[src/rtl/dtf_pkg.sv]
package dtf_pkg;

  // ==========================================================
  // bus and data widths
  localparam int DTF_AW  = 8;
  localparam int DTF_DW  = 16;
  localparam int DTF_NCH = 7;

  // ==========================================================
  // register offsets (byte addresses of the management map)
  localparam logic [7:0] DTF_ADDR_ALARM    = 8'h71;
  localparam logic [7:0] DTF_ADDR_WARN     = 8'h74;
  localparam logic [7:0] DTF_ADDR_THR_BASE = 8'h80;

  // ==========================================================
  // comparison channels, also threshold register index
  localparam int DTF_CH_RX_HI   = 0;
  localparam int DTF_CH_RX_LO   = 1;
  localparam int DTF_CH_TEMP_HI = 2;
  localparam int DTF_CH_TEMP_LO = 3;
  localparam int DTF_CH_VCC_HI  = 4;
  localparam int DTF_CH_VCC_LO  = 5;
  localparam int DTF_CH_BIAS_HI = 6;

  // set bit marks a channel that trips above its threshold
  localparam logic [6:0] DTF_CH_IS_HIGH = 7'h55;

  // ==========================================================
  // field positions inside the two status bytes
  localparam int DTF_BIT_RX_HI   = 7;
  localparam int DTF_BIT_RX_LO   = 6;
  localparam int DTF_BIT_TEMP_HI = 7;
  localparam int DTF_BIT_TEMP_LO = 6;
  localparam int DTF_BIT_VCC_HI  = 5;
  localparam int DTF_BIT_VCC_LO  = 4;
  localparam int DTF_BIT_BIAS_HI = 3;

  // ==========================================================
  // reset values: thresholds open so no flag trips at reset
  localparam logic [15:0] DTF_THR_RST_HIGH = 16'hFFFF;
  localparam logic [15:0] DTF_THR_RST_LOW  = 16'h0000;
  localparam logic [15:0] DTF_RDATA_RST    = 16'h0000;

endpackage

[src/rtl/dtf_cmp_if.sv]
`timescale 1ns/10ps
interface dtf_cmp_if #(
  parameter int DW  = 16,
  parameter int NCH = 7
);
  logic [NCH-1:0][DW-1:0] value;
  logic [NCH-1:0][DW-1:0] thr;
  logic [NCH-1:0]         flag;

  modport top (output value, output thr, input flag);
  modport cmp (input value, input thr, output flag);
endinterface // dtf_cmp_if

[src/rtl/dtf_cmp.sv]
`timescale 1ns/10ps
module dtf_cmp
  import dtf_pkg::*;
#(
  parameter int DW  = DTF_DW,
  parameter int NCH = DTF_NCH
)(
  input  wire logic clk_in,
  input  wire logic rst_n_in,
  input  wire logic ce_in,
  dtf_cmp_if.cmp    cmp_if
);

  // ==========================================================
  // per-channel compare
  logic [NCH-1:0] flag_d;
  logic [NCH-1:0] flag_q;

  // the high/low map only knows the documented channels
  if (NCH > DTF_NCH)
  begin : g_nch_check
    $error("dtf_cmp: more channels than the high/low map holds");
  end

  genvar gi;
  generate
    for (gi = 0; gi < NCH; gi++)
    begin : g_ch
      // strict compare: a value equal to its threshold is in range
      assign flag_d[gi] = DTF_CH_IS_HIGH[gi]
                        ? (cmp_if.value[gi] > cmp_if.thr[gi])
                        : (cmp_if.value[gi] < cmp_if.thr[gi]);
    end
  endgenerate

  // ==========================================================
  // flags are a live image of the compare, never latched
  always_ff @(posedge clk_in or negedge rst_n_in)
  begin
    if (!rst_n_in)
      flag_q <= '0;
    else if (ce_in)
      flag_q <= flag_d;
  end

  assign cmp_if.flag = flag_q;

endmodule // dtf_cmp

[src/rtl/dtf_top.sv]
// Decided for this implementation: the address-and-strobe port.
`timescale 1ns/10ps
// Functional notes
// - alarm byte bit 7 is set while rx power is above its high threshold.
// - alarm byte bit 6 is set while rx power is below its low threshold.
// - bits 0 to 5 of the alarm byte carry no flag.
// - byte 116 bit 7 is set while temperature is above its high threshold.
// - warning bit 6 is set while temperature is below its low threshold.
// - warning bit 5 is set while supply voltage is above its high threshold.
// - warning bit 4 is set while supply voltage is below its low threshold.
// - warning bit 3 is set while laser bias is above its high threshold.
// - the rx power alarm flags and reserved bits sit in the byte at 113.
module dtf_top
  import dtf_pkg::*;
#(
  parameter int DW = DTF_DW
)(
  input  wire logic                rstn_in,
  input  wire logic                mclk_in,
  input  wire logic                ce_in,
  input  wire logic [DW-1:0]       rx_pwr_in,
  input  wire logic [DW-1:0]       temp_in,
  input  wire logic [DW-1:0]       vcc_in,
  input  wire logic [DW-1:0]       bias_in,
  input  wire logic [DTF_AW-1:0]   addr_in,
  input  wire logic [DW-1:0]       wdata_in,
  input  wire logic                wr_in,
  input  wire logic                rd_in,
  output logic      [DW-1:0]       rdata_out,
  output logic      [7:0]          alarm_flags_out,
  output logic      [7:0]          warn_flags_out
);

  // ==========================================================
  // elaboration checks
  if (DW < 8)
  begin : g_dw_check
    $error("dtf_top: data width must hold a status byte");
  end

  // ==========================================================
  // reset release
  logic [1:0] rst_sync_q;
  logic       rst_n;

  // not gated by ce_in so a frozen block still leaves reset
  always_ff @(posedge mclk_in or negedge rstn_in)
  begin
    if (!rstn_in)
      rst_sync_q <= 2'h0;
    else
      rst_sync_q <= {rst_sync_q[0], 1'b1};
  end

  assign rst_n = rst_sync_q[1];

  // ==========================================================
  // threshold registers
  logic [DTF_NCH-1:0][DW-1:0] thr_q;
  logic [DTF_AW-1:0]          thr_idx;
  logic                       thr_hit;

  assign thr_idx = addr_in - DTF_ADDR_THR_BASE;
  assign thr_hit = (addr_in >= DTF_ADDR_THR_BASE)
                && (thr_idx < DTF_AW'(DTF_NCH));

  always_ff @(posedge mclk_in or negedge rst_n)
  begin
    if (!rst_n)
    begin
      for (int i = 0; i < DTF_NCH; i++)
        thr_q[i] <= DTF_CH_IS_HIGH[i] ? DW'(DTF_THR_RST_HIGH)
                                      : DW'(DTF_THR_RST_LOW);
    end
    else if (ce_in && wr_in && thr_hit)
      thr_q[thr_idx] <= wdata_in;
  end

  // ==========================================================
  // compare bank
  dtf_cmp_if #(.DW(DW), .NCH(DTF_NCH)) cmp_bus ();

  assign cmp_bus.thr = thr_q;
  assign cmp_bus.value[DTF_CH_RX_HI]   = rx_pwr_in;
  assign cmp_bus.value[DTF_CH_RX_LO]   = rx_pwr_in;
  assign cmp_bus.value[DTF_CH_TEMP_HI] = temp_in;
  assign cmp_bus.value[DTF_CH_TEMP_LO] = temp_in;
  assign cmp_bus.value[DTF_CH_VCC_HI]  = vcc_in;
  assign cmp_bus.value[DTF_CH_VCC_LO]  = vcc_in;
  assign cmp_bus.value[DTF_CH_BIAS_HI] = bias_in;

  dtf_cmp #(
    .DW  (DW),
    .NCH (DTF_NCH)
  ) u_cmp (
    .clk_in   (mclk_in),
    .rst_n_in (rst_n),
    .ce_in    (ce_in),
    .cmp_if   (cmp_bus)
  );

  // ==========================================================
  // status byte assembly
  logic [7:0] alarm_byte;
  logic [7:0] warn_byte;

  always_comb
  begin
    alarm_byte = 8'h00;
    alarm_byte[DTF_BIT_RX_HI] = cmp_bus.flag[DTF_CH_RX_HI];
    alarm_byte[DTF_BIT_RX_LO] = cmp_bus.flag[DTF_CH_RX_LO];
    warn_byte = 8'h00;
    warn_byte[DTF_BIT_TEMP_HI] = cmp_bus.flag[DTF_CH_TEMP_HI];
    warn_byte[DTF_BIT_TEMP_LO] = cmp_bus.flag[DTF_CH_TEMP_LO];
    warn_byte[DTF_BIT_VCC_HI]  = cmp_bus.flag[DTF_CH_VCC_HI];
    warn_byte[DTF_BIT_VCC_LO]  = cmp_bus.flag[DTF_CH_VCC_LO];
    warn_byte[DTF_BIT_BIAS_HI] = cmp_bus.flag[DTF_CH_BIAS_HI];
  end

  // flag bytes are already flip-flop outputs of the compare bank
  assign alarm_flags_out = alarm_byte;
  assign warn_flags_out  = warn_byte;

  // ==========================================================
  // read port
  logic [DW-1:0] rdata_d;
  logic [DW-1:0] rdata_q;

  always_comb
  begin
    rdata_d = '0;
    if (addr_in == DTF_ADDR_ALARM)
      rdata_d = DW'(alarm_byte);
    else if (addr_in == DTF_ADDR_WARN)
      rdata_d = DW'(warn_byte);
    else if (thr_hit)
      rdata_d = thr_q[thr_idx];
  end

  // data stand only in the cycle after the strobe, zero otherwise; rdata_q holds while ce_in is low
  always_ff @(posedge mclk_in or negedge rst_n)
  begin
    if (!rst_n)
      rdata_q <= DW'(DTF_RDATA_RST);
    else if (ce_in)
      rdata_q <= rd_in ? rdata_d : '0;
  end

  assign rdata_out = rdata_q;

  // ==========================================================
  // checks
  AST_RX_HI: assert property (
    @(posedge mclk_in) disable iff (!rst_n)
    ce_in |=> alarm_flags_out[DTF_BIT_RX_HI]
              == $past(rx_pwr_in > thr_q[DTF_CH_RX_HI]))
    else $error("rx high alarm does not track compare");

  AST_RX_LO: assert property (
    @(posedge mclk_in) disable iff (!rst_n)
    ce_in |=> alarm_flags_out[DTF_BIT_RX_LO]
              == $past(rx_pwr_in < thr_q[DTF_CH_RX_LO]))
    else $error("rx low alarm does not track compare");

  AST_ALARM_RSVD: assert property (
    @(posedge mclk_in) disable iff (!rst_n)
    alarm_flags_out[5:0] == 6'h00)
    else $error("reserved alarm bits not zero");

  AST_TEMP_HI: assert property (
    @(posedge mclk_in) disable iff (!rst_n)
    ce_in |=> warn_flags_out[DTF_BIT_TEMP_HI]
              == $past(temp_in > thr_q[DTF_CH_TEMP_HI]))
    else $error("temp high warning does not track compare");

  AST_TEMP_LO: assert property (
    @(posedge mclk_in) disable iff (!rst_n)
    ce_in |=> warn_flags_out[DTF_BIT_TEMP_LO]
              == $past(temp_in < thr_q[DTF_CH_TEMP_LO]))
    else $error("temp low warning does not track compare");

  AST_VCC_HI: assert property (
    @(posedge mclk_in) disable iff (!rst_n)
    ce_in |=> warn_flags_out[DTF_BIT_VCC_HI]
              == $past(vcc_in > thr_q[DTF_CH_VCC_HI]))
    else $error("vcc high warning does not track compare");

  AST_VCC_LO: assert property (
    @(posedge mclk_in) disable iff (!rst_n)
    ce_in |=> warn_flags_out[DTF_BIT_VCC_LO]
              == $past(vcc_in < thr_q[DTF_CH_VCC_LO]))
    else $error("vcc low warning does not track compare");

  AST_BIAS_HI: assert property (
    @(posedge mclk_in) disable iff (!rst_n)
    ce_in |=> warn_flags_out[DTF_BIT_BIAS_HI]
              == $past(bias_in > thr_q[DTF_CH_BIAS_HI]))
    else $error("bias high warning does not track compare");

  AST_ALARM_READ: assert property (
    @(posedge mclk_in) disable iff (!rst_n)
    (ce_in && rd_in && addr_in == DTF_ADDR_ALARM)
    |=> rdata_out == DW'($past(alarm_flags_out)))
    else $error("alarm byte read returns wrong data");

  // a frozen block must hold flags and read data whatever the bus does
  AST_READ_KEEPS: assert property (
    @(posedge mclk_in) disable iff (!rst_n)
    !ce_in |=> $stable(warn_flags_out) && $stable(alarm_flags_out)
               && $stable(rdata_out))
    else $error("flags or read data moved while frozen");

  AST_WARN_RSVD: assert property (
    @(posedge mclk_in) disable iff (!rst_n)
    (ce_in && rd_in && addr_in == DTF_ADDR_WARN)
    |=> rdata_out[2:0] == 3'h0 && (rdata_out >> 8) == '0)
    else $error("reserved warning bits not zero on read");

endmodule // dtf_top

[config.mk]
export PLATFORM = sky130hd
export DESIGN_NAME = dtf_top
export DESIGN_NICKNAME = d
export VERILOG_FILES = /design/src/rtl/dtf_pkg.sv /design/src/rtl/dtf_cmp_if.sv /design/src/rtl/dtf_cmp.sv /design/src/rtl/dtf_top.sv
export SDC_FILE = /design/constraint.sdc
export NUM_CORES = 1
export LEC_CHECK = 0
export ABC_CLOCK_PERIOD_IN_PS = 8900
export CORE_ASPECT_RATIO = 0.9
export CORE_MARGIN = 3
export CORE_UTILIZATION = 60
export DETAILED_ROUTE_END_ITERATION = 10
export DONT_BUFFER_PORTS = 1
export GPL_ROUTABILITY_DRIVEN = 0
export PLACE_DENSITY = 0.84
export SYNTH_ARGS = -nofsm -noshare
export SYNTH_HDL_FRONTEND = slang
export SYNTH_SLANG_ARGS = --single-unit
[constraint.sdc]
create_clock -name mclk_in -period 8.9 [get_ports mclk_in]
set_input_delay 1.335 -clock mclk_in [delete_from_list [all_inputs] [get_ports mclk_in]]
set_output_delay 1.335 -clock mclk_in [all_outputs]
set_load 0.01 [all_outputs]
==> summary.txt, run 1 <==
CTS max path bufs -> 2
post-synthesis xor/xnor area fraction -> 0%
routed via count -> 7125
Final ANT Viol Nets -> 0
outcome -> completed
critical path fanouts, max -> 51
largest area contributor in the netlist -> dfrtp_1
CP required -> 9.21 ns
Port Buffers -> 0
vias in the first global route -> 6891
# clock sinks -> 137
Post-synth EDFFs -> 0
setup_tns -> 0 ns
WS Path Type -> in -> reg
Setup crit end kind -> register
mux cell area share after synthesis -> 5.07%
commonest non-fill, non-tap cell in the layout -> o21ai_0
FF-to-FF End -> u_cmp.cmp_if.flag[6]
Skew-Pair Late Insertion Delay -> 0.43 ns
worst r2r path cells -> 6
Vias/cell -> 6.26
fraction of registers with async set/reset -> 100%
yosys warns -> 0
HP Start -> rst_sync_q[0]
chip height -> 120 µm
Static Leakage -> 0.00456 µW
Synth Area in Compound Gates -> 19.5%
peak supply drop -> 0.146 mV
mapped cell area -> 0.00873 mm²
Final Setup Violations -> 0
pin count of the biggest net entering global routing -> 82
fill count -> 1101
Highest Clock Rate -> 347 MHz
Setup Fix Bufs, Post-CTS -> 0
GR Util All Layers -> 30.5%
share of cells above drive strength 1 -> 14.4%
Overflow after GRT -> 0
DRC violations left -> 0
endpoints failing hold -> 0
cell count after synthesis -> 948
root buf cell -> clkbuf_16
DP Wirelength -> 18100 µm
die area -> 0.0160 mm²
worst hold stages -> 0
critical path buffer and inverter count -> 1
first-pass GRT wire length -> 37500 µm
die outline width -> 133 µm
crit start category -> input pin
number of antenna diodes -> 0
adder-cell area share of the yosys netlist -> 15.6%
fin. max-slew vios -> 0
area share of and/or/nand/nor cells after synthesis -> 11.6%
hold buffer count at CTS -> 0
largest family of logic cells by synthesized area -> compound AO/OA/AOI/OAI gates
Routed WL per cell -> 21.1 µm
Worst Hold Class -> reg -> reg
Clock transition at path regs -> 0.05 ns
Worst Setup SP -> addr_in[1]
post-route total power -> 1500 µW
Synth Register Bits -> 137
actual slew at the worst max-slew pin -> 1.05 ns
RR Startpoint -> cmp_bus.thr[109]
Reg2Reg Setup Slack -> 6.64 ns
Hold EP -> rst_sync_q[1]
CP max stage cell -> or3_1
htree depth -> 4
slowest stage delay, CP -> 0.79 ns
post-synthesis sequential area ratio -> 40.2%
final worst slack -> 6.02 ns
post-layout min period -> 2.88 ns
mean area per synthesized cell -> 9.21 µm²
critical path arrival -> 3.19 ns
RSZ-0062 raised after global routing -> no
IO Pins -> 125
TritonCTS Buffers -> 17
P&R area growth vs syn -> 7.55%
initial DRC count -> 783
Most used DFF post-synth -> dfrtp_1
cell row count -> 41
CTS tree -> built
post_cts resized -> 0
most frequent cells in the layout -> o21ai_0, nand2_1, inv_1
initial antenna violation count -> 0
Final nets -> 1135
Crit path max-delay family -> simple AND/OR/NAND/NOR gates
period utilization -> 32.3%
Power Density -> 160 mW/mm²
Max-Cap Viols -> 0
synth top area cells -> dfrtp_1, dfstp_2, ha_1
DR pass1 iterations -> 5
Routed WL -> 24000 µm
crit-path cells -> inv_1 -> nand2_1 -> or3_1 -> mux2_4
Distinct cells, synth -> 56
Placeable Area -> 0.0141 mm²
Layout Skew -> 0.00636 ns
Initial Util -> 61.9%
DP Worst Slack -> 5.64 ns
slew margin rel. -> 30.0%
Synth top area share -> 20.9%
## power by group
| group | total (µW) | internal (µW) | switching (µW) |
|---|---|---|---|
| logic | 150 | 62.1 | 87.6 |
| registers | 688 | 660 | 27.8 |
| clock network | 665 | 401 | 264 |
## how the worst max path moves through the flow
stage	slack (ns)	cells after the start	endpoint
final	6.02	4	cmp_bus.thr[86]
after global routing	5.99	4	cmp_bus.thr[86]
after CTS	6.10	4	cmp_bus.thr[88]
after detailed placement	5.64	4	cmp_bus.thr[93]
after global placement	5.71	4	cmp_bus.thr[91]
after floorplan	4.91	0	cmp_bus.thr[16]
## per-stage QoR
stage | instance area [µm²] | hold slack (ns) | std cells | util [%]
2_1_floorplan | 8760 | 0.331 | 956 | -
3_3_place_gp | 8840 | 0.344 | 1107 | 62.7
3_5_place_dp | 8840 | 0.342 | 1107 | 62.7
4_1_cts | 9390 | 0.366 | 1139 | 66.6
5_1_grt | 9390 | 0.370 | 1139 | 66.6
6_report | 9390 | 0.361 | 1139 | 66.6
## logic make-up after synthesis
kind of cell	count (synthesis)
AOI/OAI and AO/OA	281
and+or+nand+nor	220
buffers and inverters	166
DFF	137
adders and majority gates	109
muxes	33
other	2
## state kept, by name, indices dropped and copies added (netlist names)
name / cells
cmp_bus.thr: 112
u_cmp.cmp_if.flag: 7
rst_sync_q: 2
rdata_out: 16
## cell type report
| cell class | instances | area [µm²] | share of cell area, % |
|---|---|---|---|
| tap | 193 | 241 | 2.57 |
| clock inverter | 10 | 75.1 | 0.800 |
| clock buffer | 22 | 474 | 5.05 |
| multi-input combinational | 653 | 4590 | 48.9 |
| timing repair buffer | 8 | 60.1 | 0.640 |
| inverter | 116 | 435 | 4.64 |
| sequential | 137 | 3510 | 37.4 |
## routing by layer
layer	vias to the layer above	share of wire [%]	global-route usage, %
met5	-	0	0
met4	0	2.8	11.7
met3	56	11	9.11
met2	346	47	49.1
met1	3413	40	39.1
li1	3310	-	-
## cells in the mapped netlist, types with 5 or more instances
cell,instances
a22oi_1,8
mux2_2,10
dfrtp_1,73
nor3_1,9
nand2_1,126
o22ai_1,15
nand3_1,13
buf_1,7
nor2_1,23
a22o_1,7
a31oi_1,8
o221ai_1,12
mux2_4,10
nand2b_1,5
nand4_1,15
clkbuf_1,27
o211ai_1,7
dfstp_2,64
buf_4,9
a21oi_1,44
o22a_1,6
o21ai_0,135
mux2i_1,9
ha_1,109
nor2b_1,11
a21o_1,6
buf_2,5
inv_1,116
Note: power is estimated with default switching activity, not from simulation.
==> inputs of run 2 (changes only) <==
- ABC_CLOCK_PERIOD_IN_PS: 8900 -> 2900
- clock period: 8.9 -> 2.9 ns (I/O delays scaled with it)
==> run 2 against run 1 <==
Combinational power grew to 3.2 times the previous value. Wire length grew 1.2%. Clock skew is essentially flat. Cell count grew 0.70%. Die area is the same.
==> summary.txt, run 2 (synthesis gave the netlist of run 1 again) <==
most frequent cells in the layout -> o21ai_0, nand2_1, inv_1
Routed WL -> 24300 µm
Finished Layout Cells -> 1147
die area -> 0.0160 mm²
initial antenna violation count -> 0
crit start category -> register
Final ANT Viol Nets -> 0
Max-Cap Viols -> 0
TritonCTS Buffers -> 17
vias in the first global route -> 7183
chip height -> 120 µm
Power Density -> 492 mW/mm²
Crit path max-delay family -> simple AND/OR/NAND/NOR gates
slowest stage delay, CP -> 0.51 ns
WS Path Type -> reg -> reg
number of antenna diodes -> 0
CTS max path bufs -> 2
# clock sinks -> 137
setup_tns -> 0 ns
max reg flops -> 112
RSZ-0062 raised after global routing -> no
outcome -> completed
endpoints failing hold -> 0
fin. max-slew vios -> 0
Vias/cell -> 6.29
slew margin rel. -> 40.7%
crit-path cells -> inv_1 -> ha_1 -> nand4_1 -> nor3_1 -> or4_1 -> a41oi_1 -> a31oi_1
root buf cell -> clkbuf_16
post-route total power -> 4660 µW
first-pass GRT wire length -> 38300 µm
IO Pins -> 125
placed insts -> 1114
GR Util All Layers -> 31.2%
pin count of the biggest net entering global routing -> 64
post-layout min period -> 2.22 ns
Overflow after GRT -> 0
Setup crit end kind -> register
die outline width -> 133 µm
CP max stage cell -> dfstp_2
Layout Skew -> 0.00623 ns
Worst Hold Class -> in -> reg
peak supply drop -> 0.504 mV
DP Wirelength -> 18200 µm
critical path buffer and inverter count -> 1
initial DRC count -> 652
CP required -> 3.19 ns
CTS tree -> built
Clock transition at path regs -> 0.06 ns
post_cts resized -> 0
P&R area growth vs syn -> 8.44%
Skew-Pair Late Insertion Delay -> 0.43 ns
Initial Util -> 61.9%
critical path fanouts, max -> 3
commonest non-fill, non-tap cell in the layout -> o21ai_0
Placeable Area -> 0.0141 mm²
Final Setup Violations -> 0
DR pass1 iterations -> 6
Setup Fix Bufs, Post-CTS -> 0
cell row count -> 41
period utilization -> 76.6%
Highest Clock Rate -> 450 MHz
share of cells above drive strength 1 -> 14.3%
DRC violations left -> 0
Routed WL per cell -> 21.2 µm
critical path arrival -> 2.52 ns
Port Buffers -> 0
fill count -> 1107
routed via count -> 7213
Static Leakage -> 0.00458 µW
hold buffer count at CTS -> 1
htree depth -> 4
actual slew at the worst max-slew pin -> 0.890 ns
Final nets -> 1143
-- run 2: changes by cell type in the layout (fill, tap and decap cells not counted), sizes merged --
| cell | previous run | this run |
|---|---|---|
| clkinvlp | 0 | 1 |
| buf | 8 | 15 |
| clkinv | 9 | 0 |
| clkbuf | 22 | 30 |
| dlygate4sd3 | 0 | 1 |
-- run 2: area by class of cell --
type	instances	area (µm²)	area share, %
multi-input combinational	653	4590	48.5
clock buffer	30	514	5.43
sequential	137	3510	37.1
timing repair buffer	16	135	1.43
tap	193	241	2.55
clock inverter	2	37.5	0.397
inverter	116	435	4.60
-- run 2: final timing paths --
path,cells after the start,from,end,slack (ns)
setup / recovery,7,cmp_bus.thr[45],u_cmp.cmp_if.flag[2],0.68
hold / removal,2,wdata_in[6],cmp_bus.thr[6],0.11
setup reg to reg,7,cmp_bus.thr[45],u_cmp.cmp_if.flag[2],0.68
hold reg to reg,0,rst_sync_q[1],u_cmp.cmp_if.flag[6],0.35
max in group asynchronous,1,rst_sync_q[1],cmp_bus.thr[44],1.75
min in group asynchronous,1,rstn_in,rst_sync_q[1],0.23
-- run 2: power by group --
group	internal, µW	total (µW)	leakage, µW	switching (µW)
clock	1270	2080	0.000263	808
sequential	2030	2100	0.00151	72.0
combinational	197	482	0.00280	285
-- run 2: worst reg2reg max path: cells and delay by family (launching register included) --
family          cells  cell delay (ns)
compound gates      2             0.52
fa+ha+maj           1             0.30
buf+inv             1             0.06
flops               1             0.51
simple gates        3             0.71
-- run 2: metrics by stage --
| stage | setup slack, ns | utilization (%) | area [µm²] | hold slack [ns] |
|---|---|---|---|---|
| finish | 0.678 | 67.1 | 9470 | 0.108 |
| floorplan | 0.683 | - | 8760 | 0.139 |
| CTS | 0.750 | 67.1 | 9470 | 0.0966 |
| detailed placement | 0.576 | 63.1 | 8900 | 0.139 |
| global route | 0.599 | 67.1 | 9470 | 0.0999 |
| global placement | 0.630 | 63.1 | 8900 | 0.139 |
-- run 2: per-layer routing --
metal	track usage (%)	part of all wire [%]
met3	10.2	10
met1	40.5	41
met5	0	0
met4	10.2	3.3
met2	50.0	46
